### config.mk
export PLATFORM = sky130hd
export DESIGN_NAME = dtcms_top
export DESIGN_NICKNAME = d
export VERILOG_FILES = /design/src/shared/dtcms_pkg.sv /design/src/shared/dtcms_clk_if.sv /design/src/rtl/dtcms_top.sv /design/src/rtl/dtcms_clk_sel.sv
export VERILOG_INCLUDE_DIRS = /design/src /design/src/shared
export SDC_FILE = /design/constraint.sdc
export NUM_CORES = 1
export LEC_CHECK = 0
export ABC_AREA = 1
export BUFFER_PORTS_ARGS = -buffer_cell sky130_fd_sc_hd__clkbuf_2
export CAP_MARGIN = 20
export CORE_ASPECT_RATIO = 1.75
export CORE_UTILIZATION = 53
export DETAILED_ROUTE_END_ITERATION = 7
export HOLD_SLACK_MARGIN = 0.06
export PLACE_DENSITY_LB_ADDON = 0.25
export SYNTH_ARGS = -nofsm -noshare
export SYNTH_HDL_FRONTEND = slang
export SYNTH_SLANG_ARGS = --single-unit
export TNS_END_PERCENT = 50
### constraint.sdc
create_clock -name sys_clk_i -period 6.2 [get_ports sys_clk_i]
set_input_delay 1.55 -clock sys_clk_i [delete_from_list [all_inputs] [get_ports sys_clk_i]]
set_output_delay 1.55 -clock sys_clk_i [all_outputs]
set_load 0.005 [all_outputs]
### src/shared/dtcms_cfg.svh
`ifndef DTCMS_CFG_SVH
`define DTCMS_CFG_SVH

////////////////////////////////////////////////////////////////////////////////
// Register byte offsets
`define DTCMS_OFF_CTL_LO 8'h00
`define DTCMS_OFF_CTL_HI 8'h04
`define DTCMS_OFF_TC_LO 8'h08
`define DTCMS_OFF_TC_HI 8'h0c
`define DTCMS_OFF_DC_LO 8'h10
`define DTCMS_OFF_DC_HI 8'h14
`define DTCMS_OFF_SYS 8'h18
`define DTCMS_OFF_STAT 8'h1c

////////////////////////////////////////////////////////////////////////////////
// Control field positions
`define DTCMS_CTL_TFF 7
`define DTCMS_CTL_CK_HI 6
`define DTCMS_CTL_CK_LO 4
`define DTCMS_CTL_START 3
`define DTCMS_CTL_MODE_HI 2
`define DTCMS_CTL_MODE_LO 0
`define DTCMS_SYS_SLOW 0
`define DTCMS_SYS_TAP 1

////////////////////////////////////////////////////////////////////////////////
// Reset values
`define DTCMS_RST_BYTE 8'h00
`define DTCMS_RST_SYS 2'h0
`define DTCMS_RST_OUT_N 2'h3

////////////////////////////////////////////////////////////////////////////////
// Prescaler widths and source indices
`define DTCMS_PRE_W 11
`define DTCMS_LFP_W 3
`define DTCMS_SRC_W 9
`define DTCMS_SRC_FS8 8
`define DTCMS_CODE_EVENT 3'h7
`define DTCMS_CODE_FS 3'h4
`define DTCMS_CODE_FC 3'h6

////////////////////////////////////////////////////////////////////////////////
// Legal source masks, bit n for clock code n
`define DTCMS_FAST_TMR8 8'h8f
`define DTCMS_FAST_DIV8 8'h0f
`define DTCMS_FAST_PWM8 8'h7f
`define DTCMS_FAST_TMR16 8'h8f
`define DTCMS_FAST_WARM 8'h10
`define DTCMS_FAST_PWM16 8'hff
`define DTCMS_FAST_PPG16 8'h8f
`define DTCMS_SLOW_TMR8 8'h81
`define DTCMS_SLOW_DIV8 8'h01
`define DTCMS_SLOW_PWM8 8'h11
`define DTCMS_SLOW_TMR16 8'h81
`define DTCMS_SLOW_WARM 8'h40
`define DTCMS_SLOW_PWM16 8'h91
`define DTCMS_SLOW_PPG16 8'h81
`define DTCMS_MASK_NONE 8'h00

`endif

### src/shared/dtcms_pkg.sv
`default_nettype none
`include "dtcms_cfg.svh"

package dtcms_pkg;

    typedef enum logic [2:0] {
        DTCMS_M_TMR8 = 3'b000,
        DTCMS_M_DIV8 = 3'b001,
        DTCMS_M_PWM8 = 3'b010,
        DTCMS_M_RSVD = 3'b011,
        DTCMS_M_TMR16 = 3'b100,
        DTCMS_M_WARM = 3'b101,
        DTCMS_M_PWM16 = 3'b110,
        DTCMS_M_PPG16 = 3'b111
    } dtcms_mode_e;

    typedef enum logic [1:0] {
        DTCMS_K_TMR = 2'b00,
        DTCMS_K_DIV = 2'b01,
        DTCMS_K_PWM = 2'b10,
        DTCMS_K_PPG = 2'b11
    } dtcms_kind_e;

    typedef logic [2:0] dtcms_code_t;
    typedef logic [`DTCMS_SRC_W-1:0] dtcms_src_t;

    typedef struct packed {
        logic [15:0] cnt;
        logic tff;
        logic irq;
    } dtcms_step_s;

    typedef struct packed {
        logic [1:0][7:0] ctl;
        logic [1:0][7:0] tc;
        logic [1:0][7:0] dc;
        logic [1:0][7:0] dact;
        logic [1:0][7:0] cnt;
        logic [1:0] sys;
        logic [`DTCMS_PRE_W-1:0] pre;
        logic [`DTCMS_LFP_W-1:0] lfp;
        logic [1:0] ev_prev;
        logic [1:0] out_n;
        logic [1:0] irq;
        logic ack;
        logic [31:0] rdat;
    } dtcms_state_s;

endpackage : dtcms_pkg

`default_nettype wire

### src/shared/dtcms_clk_if.sv
`default_nettype none

interface dtcms_clk_if;
    dtcms_pkg::dtcms_mode_e mode;
    dtcms_pkg::dtcms_code_t code;
    logic slow;
    logic tap;
    dtcms_pkg::dtcms_src_t src;
    logic tick;
    logic legal;

    modport selector(input mode, input code, input slow, input tap, input src, output tick, output legal);
    modport user(output mode, output code, output slow, output tap, output src, input tick, input legal);
endinterface : dtcms_clk_if

`default_nettype wire

### src/rtl/dtcms_top.sv
`default_nettype none
`include "dtcms_cfg.svh"

module dtcms_top (
    input wire logic sys_clk_i,
    input wire logic reset_n_i,
    input wire logic ce_i,
    input wire logic wb_cyc_i,
    input wire logic wb_stb_i,
    input wire logic wb_we_i,
    input wire logic [7:0] wb_adr_i,
    input wire logic [3:0] wb_sel_i,
    input wire logic [31:0] wb_dat_i,
    output logic [31:0] wb_dat_o,
    output logic wb_ack_o,
    input wire logic high_freq_clock_i,
    input wire logic low_freq_clock_i,
    input wire logic lower_event_pin_i,
    input wire logic upper_event_pin_i,
    output logic lower_match_irq_o,
    output logic upper_match_irq_o,
    output logic lower_divider_output_n_o,
    output logic upper_divider_output_n_o
);
    import dtcms_pkg::*;

    ////////////////////////////////////////////////////////////////////////////
    // Helpers
    function automatic logic tap_hit(input logic [`DTCMS_PRE_W-1:0] pre, input int k);
        logic r;
        r = 1'b1;
        for (int b = 0; b < `DTCMS_PRE_W; b++) begin
            if (b < k && !pre[b]) begin
                r = 1'b0;
            end
        end
        return r;
    endfunction : tap_hit

    function automatic dtcms_kind_e kind_of(input dtcms_mode_e m);
        dtcms_kind_e k;
        case (m)
            DTCMS_M_DIV8: k = DTCMS_K_DIV;
            DTCMS_M_PWM8, DTCMS_M_PWM16: k = DTCMS_K_PWM;
            DTCMS_M_PPG16: k = DTCMS_K_PPG;
            default: k = DTCMS_K_TMR;
        endcase
        return k;
    endfunction : kind_of

    function automatic dtcms_step_s step(input dtcms_kind_e k, input logic [15:0] cnt, input logic [15:0] cmp,
                                         input logic [15:0] duty, input logic tff, input logic wide);
        logic [15:0] nxt;
        logic [15:0] top;
        dtcms_step_s r;
        nxt = cnt + 16'h0001;
        top = wide ? 16'hffff : 16'h00ff;
        r.cnt = nxt & top;
        r.tff = tff;
        r.irq = 1'b0;
        case (k)
            DTCMS_K_PWM: begin
                if (cnt == top) begin
                    r.cnt = 16'h0000;
                    r.tff = ~tff;
                    r.irq = 1'b1;
                end else if (nxt == duty) begin
                    r.tff = ~tff;
                end
            end
            DTCMS_K_PPG: begin
                if (nxt == cmp) begin
                    r.cnt = 16'h0000;
                    r.tff = ~tff;
                    r.irq = 1'b1;
                end else if (nxt == duty) begin
                    r.tff = ~tff;
                end
            end
            default: begin
                if (nxt == cmp) begin
                    r.cnt = 16'h0000;
                    r.irq = 1'b1;
                    if (k == DTCMS_K_DIV) begin
                        r.tff = ~tff;
                    end
                end
            end
        endcase
        return r;
    endfunction : step

    ////////////////////////////////////////////////////////////////////////////
    // Source clocks
    dtcms_state_s q;
    dtcms_state_s d;
    dtcms_clk_if lo_if();
    dtcms_clk_if hi_if();
    logic sixteen;
    dtcms_mode_e mode_hi;
    dtcms_mode_e mode_lo;
    logic [1:0] ev_fall;
    logic fs8;
    dtcms_src_t src_base;
    logic [7:0] badr;
    logic bus_req;
    dtcms_step_s st;

    assign sixteen = q.ctl[1][`DTCMS_CTL_MODE_HI];
    assign mode_hi = dtcms_mode_e'(q.ctl[1][`DTCMS_CTL_MODE_HI:`DTCMS_CTL_MODE_LO]);
    assign mode_lo = sixteen ? mode_hi : dtcms_mode_e'(q.ctl[0][`DTCMS_CTL_MODE_HI:`DTCMS_CTL_MODE_LO]);
    assign ev_fall = q.ev_prev & ~{upper_event_pin_i, lower_event_pin_i};
    assign fs8 = low_freq_clock_i & (q.lfp == 3'h7);
    assign src_base = {fs8, 1'b0, high_freq_clock_i, high_freq_clock_i & tap_hit(q.pre, 1), low_freq_clock_i,
                       high_freq_clock_i & tap_hit(q.pre, 3), high_freq_clock_i & tap_hit(q.pre, 5),
                       high_freq_clock_i & tap_hit(q.pre, 7), high_freq_clock_i & tap_hit(q.pre, 11)};

    assign lo_if.mode = mode_lo;
    assign lo_if.code = q.ctl[0][`DTCMS_CTL_CK_HI:`DTCMS_CTL_CK_LO];
    assign lo_if.slow = q.sys[`DTCMS_SYS_SLOW];
    assign lo_if.tap = q.sys[`DTCMS_SYS_TAP];
    // lower pin feeds 8-bit and 16-bit event
    assign lo_if.src = src_base | {1'b0, ev_fall[0], 7'h00};
    assign hi_if.mode = mode_hi;
    assign hi_if.code = q.ctl[1][`DTCMS_CTL_CK_HI:`DTCMS_CTL_CK_LO];
    assign hi_if.slow = q.sys[`DTCMS_SYS_SLOW];
    assign hi_if.tap = q.sys[`DTCMS_SYS_TAP];
    assign hi_if.src = src_base | {1'b0, ev_fall[1], 7'h00};

    dtcms_clk_sel u_sel_lo (
        .cs(lo_if.selector)
    );

    dtcms_clk_sel u_sel_hi (
        .cs(hi_if.selector)
    );

    ////////////////////////////////////////////////////////////////////////////
    // Next state
    assign badr = {wb_adr_i[7:2], 2'b00};
    assign bus_req = wb_cyc_i & wb_stb_i & ~q.ack;

    always_comb begin
        d = q;
        st = '0;
        if (ce_i) begin
            d.ack = 1'b0;
            d.irq = 2'b00;
            d.ev_prev = {upper_event_pin_i, lower_event_pin_i};
            if (high_freq_clock_i) begin
                d.pre = q.pre + 11'h001;
            end
            if (low_freq_clock_i) begin
                d.lfp = q.lfp + 3'h1;
            end
            // 8-bit channels, then 16-bit cascaded pair
            for (int i = 0; i < 2; i++) begin
                if (sixteen || !q.ctl[i][`DTCMS_CTL_START] || (i == 0 && mode_lo == DTCMS_M_RSVD)) begin
                    if (!sixteen) begin
                        d.cnt[i] = 8'h00;
                        d.out_n[i] = ~q.ctl[i][`DTCMS_CTL_TFF];
                        d.dact[i] = q.dc[i];
                    end
                end else if ((i == 0) ? lo_if.tick : hi_if.tick) begin
                    st = step(kind_of((i == 0) ? mode_lo : mode_hi), {8'h00, q.cnt[i]}, {8'h00, q.tc[i]},
                              {8'h00, q.dact[i]}, ~q.out_n[i], 1'b0);
                    d.cnt[i] = st.cnt[7:0];
                    d.out_n[i] = ~st.tff;
                    d.irq[i] = st.irq;
                    if (st.irq) begin
                        d.dact[i] = q.dc[i];
                    end
                end
            end
            if (sixteen) begin
                if (!q.ctl[1][`DTCMS_CTL_START]) begin
                    d.cnt = '0;
                    d.out_n[1] = ~q.ctl[1][`DTCMS_CTL_TFF];
                    d.dact = q.dc;
                end else if (lo_if.tick) begin
                    st = step(kind_of(mode_hi), {q.cnt[1], q.cnt[0]}, {q.tc[1], q.tc[0]}, {q.dact[1], q.dact[0]},
                              ~q.out_n[1], 1'b1);
                    d.cnt[1] = st.cnt[15:8];
                    d.cnt[0] = st.cnt[7:0];
                    d.out_n[1] = ~st.tff;
                    d.irq[1] = st.irq;
                    if (st.irq) begin
                        d.dact = q.dc;
                    end
                end
            end
            // Register bus
            if (bus_req) begin
                d.ack = 1'b1;
                case (badr)
                    `DTCMS_OFF_CTL_LO: d.rdat = {24'h00_0000, q.ctl[0]};
                    `DTCMS_OFF_CTL_HI: d.rdat = {24'h00_0000, q.ctl[1]};
                    `DTCMS_OFF_TC_LO: d.rdat = {24'h00_0000, q.tc[0]};
                    `DTCMS_OFF_TC_HI: d.rdat = {24'h00_0000, q.tc[1]};
                    `DTCMS_OFF_DC_LO: d.rdat = {24'h00_0000, q.dc[0]};
                    `DTCMS_OFF_DC_HI: d.rdat = {24'h00_0000, q.dc[1]};
                    `DTCMS_OFF_SYS: d.rdat = {30'h0000_0000, q.sys};
                    `DTCMS_OFF_STAT: d.rdat = {8'h00, q.cnt[1], q.cnt[0], 6'h00, hi_if.legal, lo_if.legal};
                    default: d.rdat = 32'h0000_0000;
                endcase
                if (wb_we_i && wb_sel_i[0]) begin
                    case (badr)
                        `DTCMS_OFF_CTL_LO: d.ctl[0] = wb_dat_i[7:0];
                        `DTCMS_OFF_CTL_HI: d.ctl[1] = wb_dat_i[7:0];
                        `DTCMS_OFF_TC_LO: d.tc[0] = wb_dat_i[7:0];
                        `DTCMS_OFF_TC_HI: d.tc[1] = wb_dat_i[7:0];
                        `DTCMS_OFF_DC_LO: d.dc[0] = wb_dat_i[7:0];
                        `DTCMS_OFF_DC_HI: d.dc[1] = wb_dat_i[7:0];
                        `DTCMS_OFF_SYS: d.sys = wb_dat_i[1:0];
                        default: d.sys = q.sys;
                    endcase
                end
            end
        end
    end

    always_ff @(posedge sys_clk_i or negedge reset_n_i) begin
        if (!reset_n_i) begin
            q <= '0;
            q.out_n <= `DTCMS_RST_OUT_N;
        end else begin
            q <= d;
        end
    end

    assign wb_dat_o = q.rdat;
    assign wb_ack_o = q.ack;
    assign lower_match_irq_o = q.irq[0];
    assign upper_match_irq_o = q.irq[1];
    assign lower_divider_output_n_o = q.out_n[0];
    assign upper_divider_output_n_o = q.out_n[1];

    logic lo_tmr_run;
    assign lo_tmr_run = !sixteen && q.ctl[0][`DTCMS_CTL_START] && mode_lo == DTCMS_M_TMR8;
endmodule : dtcms_top

`default_nettype wire

### src/rtl/dtcms_clk_sel.sv
`default_nettype none
`include "dtcms_cfg.svh"

module dtcms_clk_sel (
    dtcms_clk_if.selector cs
);
    import dtcms_pkg::*;

    ////////////////////////////////////////////////////////////////////////////
    // Legal source table per mode
    function automatic logic [7:0] legal_mask(input dtcms_mode_e m, input logic slow);
        logic [7:0] r;
        r = `DTCMS_MASK_NONE;
        case (m)
            DTCMS_M_TMR8: r = slow ? `DTCMS_SLOW_TMR8 : `DTCMS_FAST_TMR8;
            DTCMS_M_DIV8: r = slow ? `DTCMS_SLOW_DIV8 : `DTCMS_FAST_DIV8;
            DTCMS_M_PWM8: r = slow ? `DTCMS_SLOW_PWM8 : `DTCMS_FAST_PWM8;
            DTCMS_M_TMR16: r = slow ? `DTCMS_SLOW_TMR16 : `DTCMS_FAST_TMR16;
            DTCMS_M_WARM: r = slow ? `DTCMS_SLOW_WARM : `DTCMS_FAST_WARM;
            DTCMS_M_PWM16: r = slow ? `DTCMS_SLOW_PWM16 : `DTCMS_FAST_PWM16;
            DTCMS_M_PPG16: r = slow ? `DTCMS_SLOW_PPG16 : `DTCMS_FAST_PPG16;
            default: r = `DTCMS_MASK_NONE;
        endcase
        return r;
    endfunction : legal_mask

    logic raw;
    logic [7:0] mask;

    always_comb begin
        if (cs.code == 3'h0) begin
            raw = (cs.slow | cs.tap) ? cs.src[`DTCMS_SRC_FS8] : cs.src[0];
        end else begin
            raw = cs.src[cs.code];
        end
    end

    assign mask = legal_mask(cs.mode, cs.slow);
    assign cs.legal = mask[cs.code];
    assign cs.tick = raw & cs.legal;

endmodule : dtcms_clk_sel

`default_nettype wire

==> impl_metrics.py, run 1 <==
metrics = {
    "run_status": {
        "status": "complete, no violations",
    },
    "power_and_ir_drop": {
        "p_comb_frac": 0.113,
        "p_int_mw": 1.57,
        "clkPwrFrac": 0.465,
        "finalPower_mw": 2.19,
        "ir_drop_v": 0.000289,
        "p_per_area_mw_per_mm2": 226,
        "leakagePower_nw": 4.66,
        "p_switching_mw": 0.624,
        "swShare": 0.285,
        "seqPwrFrac": 0.422,
    },
    "finish": {
        "drive_gt1_frac": 0.101,
        "num-fill-cells": 1595,
        "final_cells": 1574,
        "syn2layout_area_growth_pct": 9.23,
        "diodes": 0,
        "multiInputGateArea_mm2": 0.00476,
        "nets": 1397,
        "seqCellArea_mm2": 0.00318,
    },
    "global_route": {
        "globalRouteOverflowTotal": 0,
        "met3_usage": 0.0574,
        "top_usage_layer": "met2",
        "grt_pass1_wl_um": 45600,
        "met1_usage": 0.376,
        "grt_pass1_vias": 8654,
        "grt_use_met2": 0.603,
        "grt_start_max_net_pins": 96,
        "antenna_found_initial": 0,
        "gr-usage-all-layers": 0.354,
    },
    "die": {
        "ios": 91,
        "start_util": 0.542,
        "num_rows": 62,
        "fp.dieH_um": 173,
        "die_area_mm2": 0.0173,
        "die_w_um": 99.8,
        "core_area_mm2": 0.0164,
    },
    "synthesis": {
        "synth-async-reset-ratio": 1.00,
        "seq_area_frac_synth": 0.359,
        "ys_ff_latch": 127,
        "ys.warnings.count": 0,
        "avgSynthCellArea_um2": 6.70,
        "synth_edf_count": 0,
        "syn-instance-count": 1324,
        "ys_types": 50,
        "synthFlopType": "dfrtp_1",
        "synth_area_mm2": 0.00887,
    },
    "cts": {
        "clock_latency_ns": 0.42,
        "cts_buffers": 17,
        "cts.sinks": 127,
        "cts_tree": "built",
        "cts-root-buf": "clkbuf_16",
        "cts_setup_buffers": 0,
        "cts.repair.resized": 0,
        "clk_pin_slew_ns": 0.06,
        "cts_hold_buffers": 0,
        "h-tree-depth": 4,
        "cts_buffer_depth": 2,
    },
    "timing": {
        "max_freq_mhz": 241,
        "hold_slack_ns": 0.474,
        "finalCritPeriodShare": 0.670,
        "tightest_slew_ns": 0.878,
        "finalMaxSlewViolations": 0,
        "rsz0062_at_grt": "false",
        "hold_viol": 0,
        "finalClockSkew_ns": 0.00722,
        "period_needed_ns": 4.16,
        "layout_setup_ws_ns": 2.04,
        "setup_tns_ns": 0,
        "slew_headroom": 0.415,
        "setup_violations": 0,
    },
    "critical_path": {
        "rr_startpoint": "hi_if.mode[2]",
        "critPathKind": "input port to register",
        "critPathMaxFanout": 24,
        "crit_arrival_ns": 4.50,
        "endpoint_kind": "register",
        "setup.worst_path.start_class": "input port",
        "startpoint": "high_freq_clock_i",
        "cp.required_ns": 6.55,
    },
    "drt": {
        "avgViaCountPerCell": 5.74,
        "wl_um": 29200,
        "vias": 9033,
        "wl_per_cell_um": 18.6,
        "dr.pass1.iters": 7,
        "drc_errors": 0,
        "ant_nets": 0,
        "drtIter0Drc": 762,
    },
    "place": {
        "portBuffers": 53,
        "hpwl_um": 22200,
        "dp_cells": 1542,
        "place.gp.congestion": 0.962,
        "dp_slack_ns": 1.68,
    },
    "worst_hold_path": {
        "worstHoldStart": "q[52]",
        "hold_path_class": "register to register",
    },
    "job": {
        "drv_cap": 0,
    },
}
-- cells in the mapped netlist (10+ instances only) --
cell      count  share of area
o31ai_1      17          0.014
nand2_2      10         0.0071
nand3_1      99          0.056
o22ai_1      13         0.0092
a21oi_1      63          0.036
o21ai_0     117          0.066
nor2_1      121          0.051
xor2_1       13          0.013
nand4_1      14         0.0099
a22oi_1      12          0.010
o211ai_1     10         0.0085
nand2_1     415           0.18
inv_1       135          0.057
dfrtp_1     125           0.35
clkbuf_1     26          0.011
buf_4        36          0.030
-- critical path: stages --
cell      delay, ns
clkbuf_2       0.13
nand2_1        0.10
nor2_1         0.27
nand3_1        0.10
o21ai_0        0.16
nor3_1         0.08
nor2_1         0.27
nand3_2        0.53
inv_2          0.55
nand4_1        0.30
nand2_4        0.22
nand2_1        0.07
a21oi_1        0.14
-- path summary, 6_finish.rpt --
| path | endpoint | cells past startpoint | slack [ns] |
|---|---|---|---|
| min in group asynchronous | q[66] | 1 | 1.20 |
| max in group asynchronous | q[107] | 2 | 3.98 |
| worst max-delay path | q[73] | 13 | 2.04 |
| worst max register to register | q[73] | 16 | 2.51 |
| worst min-delay path | q[52] | 1 | 0.47 |
| worst min register to register | q[52] | 1 | 0.47 |
-- cell usage in the layout (no fill, tap or decap), types with 13 or more instances in the layout --
| cell | synthesis | final |
|---|---|---|
| clkbuf_16 | 0 | 17 |
| o21ai_0 | 117 | 117 |
| nand2_1 | 415 | 415 |
| a21oi_1 | 63 | 63 |
| nand4_1 | 14 | 14 |
| inv_1 | 135 | 135 |
| dfrtp_1 | 125 | 125 |
| o31ai_1 | 17 | 17 |
| clkbuf_2 | 1 | 52 |
| nor2_1 | 121 | 121 |
| nand3_1 | 99 | 99 |
| o22ai_1 | 13 | 13 |
| xor2_1 | 13 | 13 |
-- logic make-up (layout without fill, tap and decap cells) --
family                   count (synthesis)  in the layout  share of synthesized area
buffers and inverters                  214            233                      0.108
multiplexers                             2              2                    0.00254
AO/OA/AOI/OAI                          260            260                      0.169
flip-flops                             127            127                      0.359
XOR/XNOR                                20             20                     0.0213
other                                    1              8                   0.000423
adder cells (fa/ha/maj)                  6              6                    0.00847
AND/OR/NAND/NOR                        694            694                      0.332
-- registers in the layout, summed over array words and instances (netlist names), named ones only --
signal / cells
hi_if.code: 3
wb_ack_o: 1
hi_if.mode: 3
wb_dat_o: 24
upper_match_irq_o: 1
lo_if.code: 3
hi_if.tap: 1
lower_match_irq_o: 1
hi_if.slow: 1
q: 87
-- metal layers --
metal	routed length [µm]	vias to the layer above
li1	-	4350
met1	10600	4207
met2	14700	355
met3	1370	121
met4	2540	0
met5	0	-
-- power by group through the flow --
stage	clock [mW]	combinational, mW	sequential, mW
6_report	1.02	0.247	0.925
3_3_place_gp	0	0.239	0.937
5_1_grt	1.06	0.281	0.930
4_1_cts	1.03	0.248	0.923
3_5_place_dp	0	0.247	0.938
2_1_floorplan	0	0.179	0.918
-- area by class of cell --
cell class                      count  area share
Timing Repair Buffer               60      0.0355
Tap cell                          224      0.0289
Sequential cell                   127       0.328
Clock inverter                     14      0.0159
Clock buffer                       18      0.0453
Inverter                          141      0.0548
Multi-Input combinational cell    990       0.491
-- per-stage QoR --
step,instance area (µm²),util
2_1_floorplan,8890,-
3_3_place_gp,9060,0.554
3_5_place_dp,9090,0.555
4_1_cts,9690,0.592
5_1_grt,9690,0.592
6_report,9690,0.592
No activity file was read; power rests on OpenSTA's default activity.
==> run 2: changes to the inputs <==
==> constraint.sdc (replaced) <==
create_clock -name sys_clk_i -period 3.8 [get_ports sys_clk_i]
set_input_delay 0.95 -clock sys_clk_i [delete_from_list [all_inputs] [get_ports sys_clk_i]]
set_output_delay 0.95 -clock sys_clk_i [all_outputs]
set_load 0.005 [all_outputs]
==> run 2 against run 1 <==
  * Sequential power grew 63%
  * Highest routed layer unchanged
  * First-iteration DRC count shrank 13%
  * Wire length grew 0.98%
  * Critical endpoint is now q[72]
  * Final area grew 1.4%
  * Count of clock-buffer cells in the layout grew 1
==> impl_metrics.py, run 2 (same netlist as run 1, synthesis figures left out) <==
metrics = {
    "global_route": {
        "grt_pass1_vias": 8860,
        "globalRouteOverflowTotal": 0,
        "grt_start_max_net_pins": 71,
        "antenna_found_initial": 0,
        "gr-usage-all-layers": 0.358,
        "grt_pass1_wl_um": 46400,
    },
    "die": {
        "die_w_um": 99.8,
        "num_rows": 62,
        "die_area_mm2": 0.0173,
        "ios": 91,
        "start_util": 0.542,
        "fp.dieH_um": 173,
        "core_area_mm2": 0.0164,
    },
    "place": {
        "hpwl_um": 22300,
        "portBuffers": 53,
        "place.gp.congestion": 1.03,
        "dp_cells": 1549,
    },
    "timing": {
        "hold_slack_ns": 0.476,
        "period_needed_ns": 3.17,
        "setup_violations": 0,
        "hold_viol": 0,
        "slew_headroom": 0.539,
        "setup_tns_ns": 0,
        "finalCritPeriodShare": 0.835,
        "rsz0062_at_grt": "false",
        "max_freq_mhz": 315,
        "finalMaxSlewViolations": 0,
        "tightest_slew_ns": 0.692,
        "finalClockSkew_ns": 0.0144,
    },
    "finish": {
        "top_register": "q",
        "drive_gt1_frac": 0.105,
        "layout_commonest_cell": "nand2_1",
        "nets": 1405,
        "diodes": 0,
        "multiInputGateArea_mm2": 0.00476,
        "largest_reg_flops": 87,
        "final_cell_mix": "nand2_1, inv_1, dfrtp_1",
        "syn2layout_area_growth_pct": 10.8,
        "final_cells": 1581,
        "seqCellArea_mm2": 0.00318,
        "num-fill-cells": 1607,
    },
    "drt": {
        "ant_nets": 0,
        "dr.pass1.iters": 5,
        "drtIter0Drc": 665,
        "wl_um": 29500,
        "wl_per_cell_um": 18.7,
        "avgViaCountPerCell": 5.76,
        "vias": 9107,
        "drc_errors": 0,
    },
    "cts": {
        "cts_buffer_depth": 2,
        "cts-root-buf": "clkbuf_16",
        "cts.sinks": 127,
        "cts.repair.resized": 0,
        "h-tree-depth": 4,
        "cts_setup_buffers": 0,
        "cts_hold_buffers": 0,
        "clock_latency_ns": 0.44,
        "cts_buffers": 17,
        "cts_tree": "built",
        "clk_pin_slew_ns": 0.06,
    },
    "critical_path": {
        "critPathMaxFanout": 8,
        "startpoint": "q[55]",
        "path_cells": "ha_1 > nand2_2 > nor2_4 > nand3_1 > nand3_1 > nand2_1 > nor2_1 > nand3_1 > nor2_1 > nand2_1 > o21ai_0 > nand2_1 > nand3_1 > nand2_1 > a21oi_1 > a21oi_1",
        "setup.worst_path.start_class": "register",
        "cpMaxStageDelayCell": "dfrtp_1",
        "critPathKind": "register to register",
        "critical_path_depth": 16,
        "endpoint": "q[72]",
        "crit_buf_inv": 0,
        "cpPeakStageDelay_ns": 0.53,
        "cpLargestDelayFamily": "simple AND/OR/NAND/NOR gates",
        "rr_startpoint": "q[55]",
        "reg2reg_depth": 16,
        "rrSetupSlack_ns": 0.63,
        "crit_arrival_ns": 3.49,
        "endpoint_kind": "register",
        "cp.required_ns": 4.12,
        "timing.rr.end": "q[72]",
    },
    "power_and_ir_drop": {
        "ir_drop_v": 0.000322,
        "p_per_area_mw_per_mm2": 385,
        "leakagePower_nw": 4.72,
    },
    "job": {
        "drv_cap": 0,
    },
    "run_status": {
        "status": "complete, no violations",
    },
    "worst_hold_path": {
        "hold_path_class": "register to register",
    },
}
==> run 2: layout make-up <==
| type | count | area share |
|---|---|---|
| clock inverters | 12 | 0.0211 |
| repair buffers | 68 | 0.0424 |
| well taps | 224 | 0.0285 |
| flip-flops and latches | 127 | 0.324 |
| clock buffers | 19 | 0.0461 |
| inverters | 141 | 0.0540 |
| multi-input cells | 990 | 0.484 |
==> run 2: worst min path at each step <==
stage | startpoint | end | slack (ns) | cells after the start
floorplan | q[52] | q[52] | 0.44 | 1
global placement | q[52] | q[52] | 0.46 | 1
detailed placement | q[52] | q[52] | 0.46 | 1
CTS | wb_dat_o[12] | wb_dat_o[12] | 0.48 | 2
global route | wb_dat_o[11] | wb_dat_o[11] | 0.50 | 2
finish | wb_dat_o[11] | wb_dat_o[11] | 0.48 | 2
==> run 2: routing by layer <==
layer,wire length (µm),vias to the layer above,global-route usage
li1,-,4361,-
met1,10700,4168,0.385
met2,14400,422,0.590
met3,1650,156,0.0566
met4,2790,0,0.334
met5,0,-,0
==> run 2: worst register-to-register path, cell delays in order (launching register included) <==
cell	delay (ns)
dfrtp_1	0.53
ha_1	0.33
nand2_2	0.14
nor2_4	0.23
nand3_1	0.18
nand3_1	0.13
nand2_1	0.08
nor2_1	0.11
nand3_1	0.14
nor2_1	0.26
nand2_1	0.17
o21ai_0	0.21
nand2_1	0.19
nand3_1	0.11
nand2_1	0.05
a21oi_1	0.12
a21oi_1	0.07
==> run 2: stage by stage <==
stage / setup WS, ns / util / power (mW) / cell area [µm²]
finish: 0.626 / 0.600 / 3.79 / 9830
global route: 0.374 / 0.600 / 3.91 / 9830
detailed placement: 0.583 / 0.558 / 1.93 / 9140
CTS: 0.644 / 0.599 / 3.79 / 9800
global placement: 0.642 / 0.558 / 1.92 / 9140
floorplan: 1.23 / - / 1.79 / 8890
==> run 2: power breakdown <==
part           total, mW  internal, mW  switching (mW)
registers           1.51          1.43          0.0855
clock network       1.87          1.20           0.667
logic              0.409         0.145           0.265
total               3.79          2.77            1.02
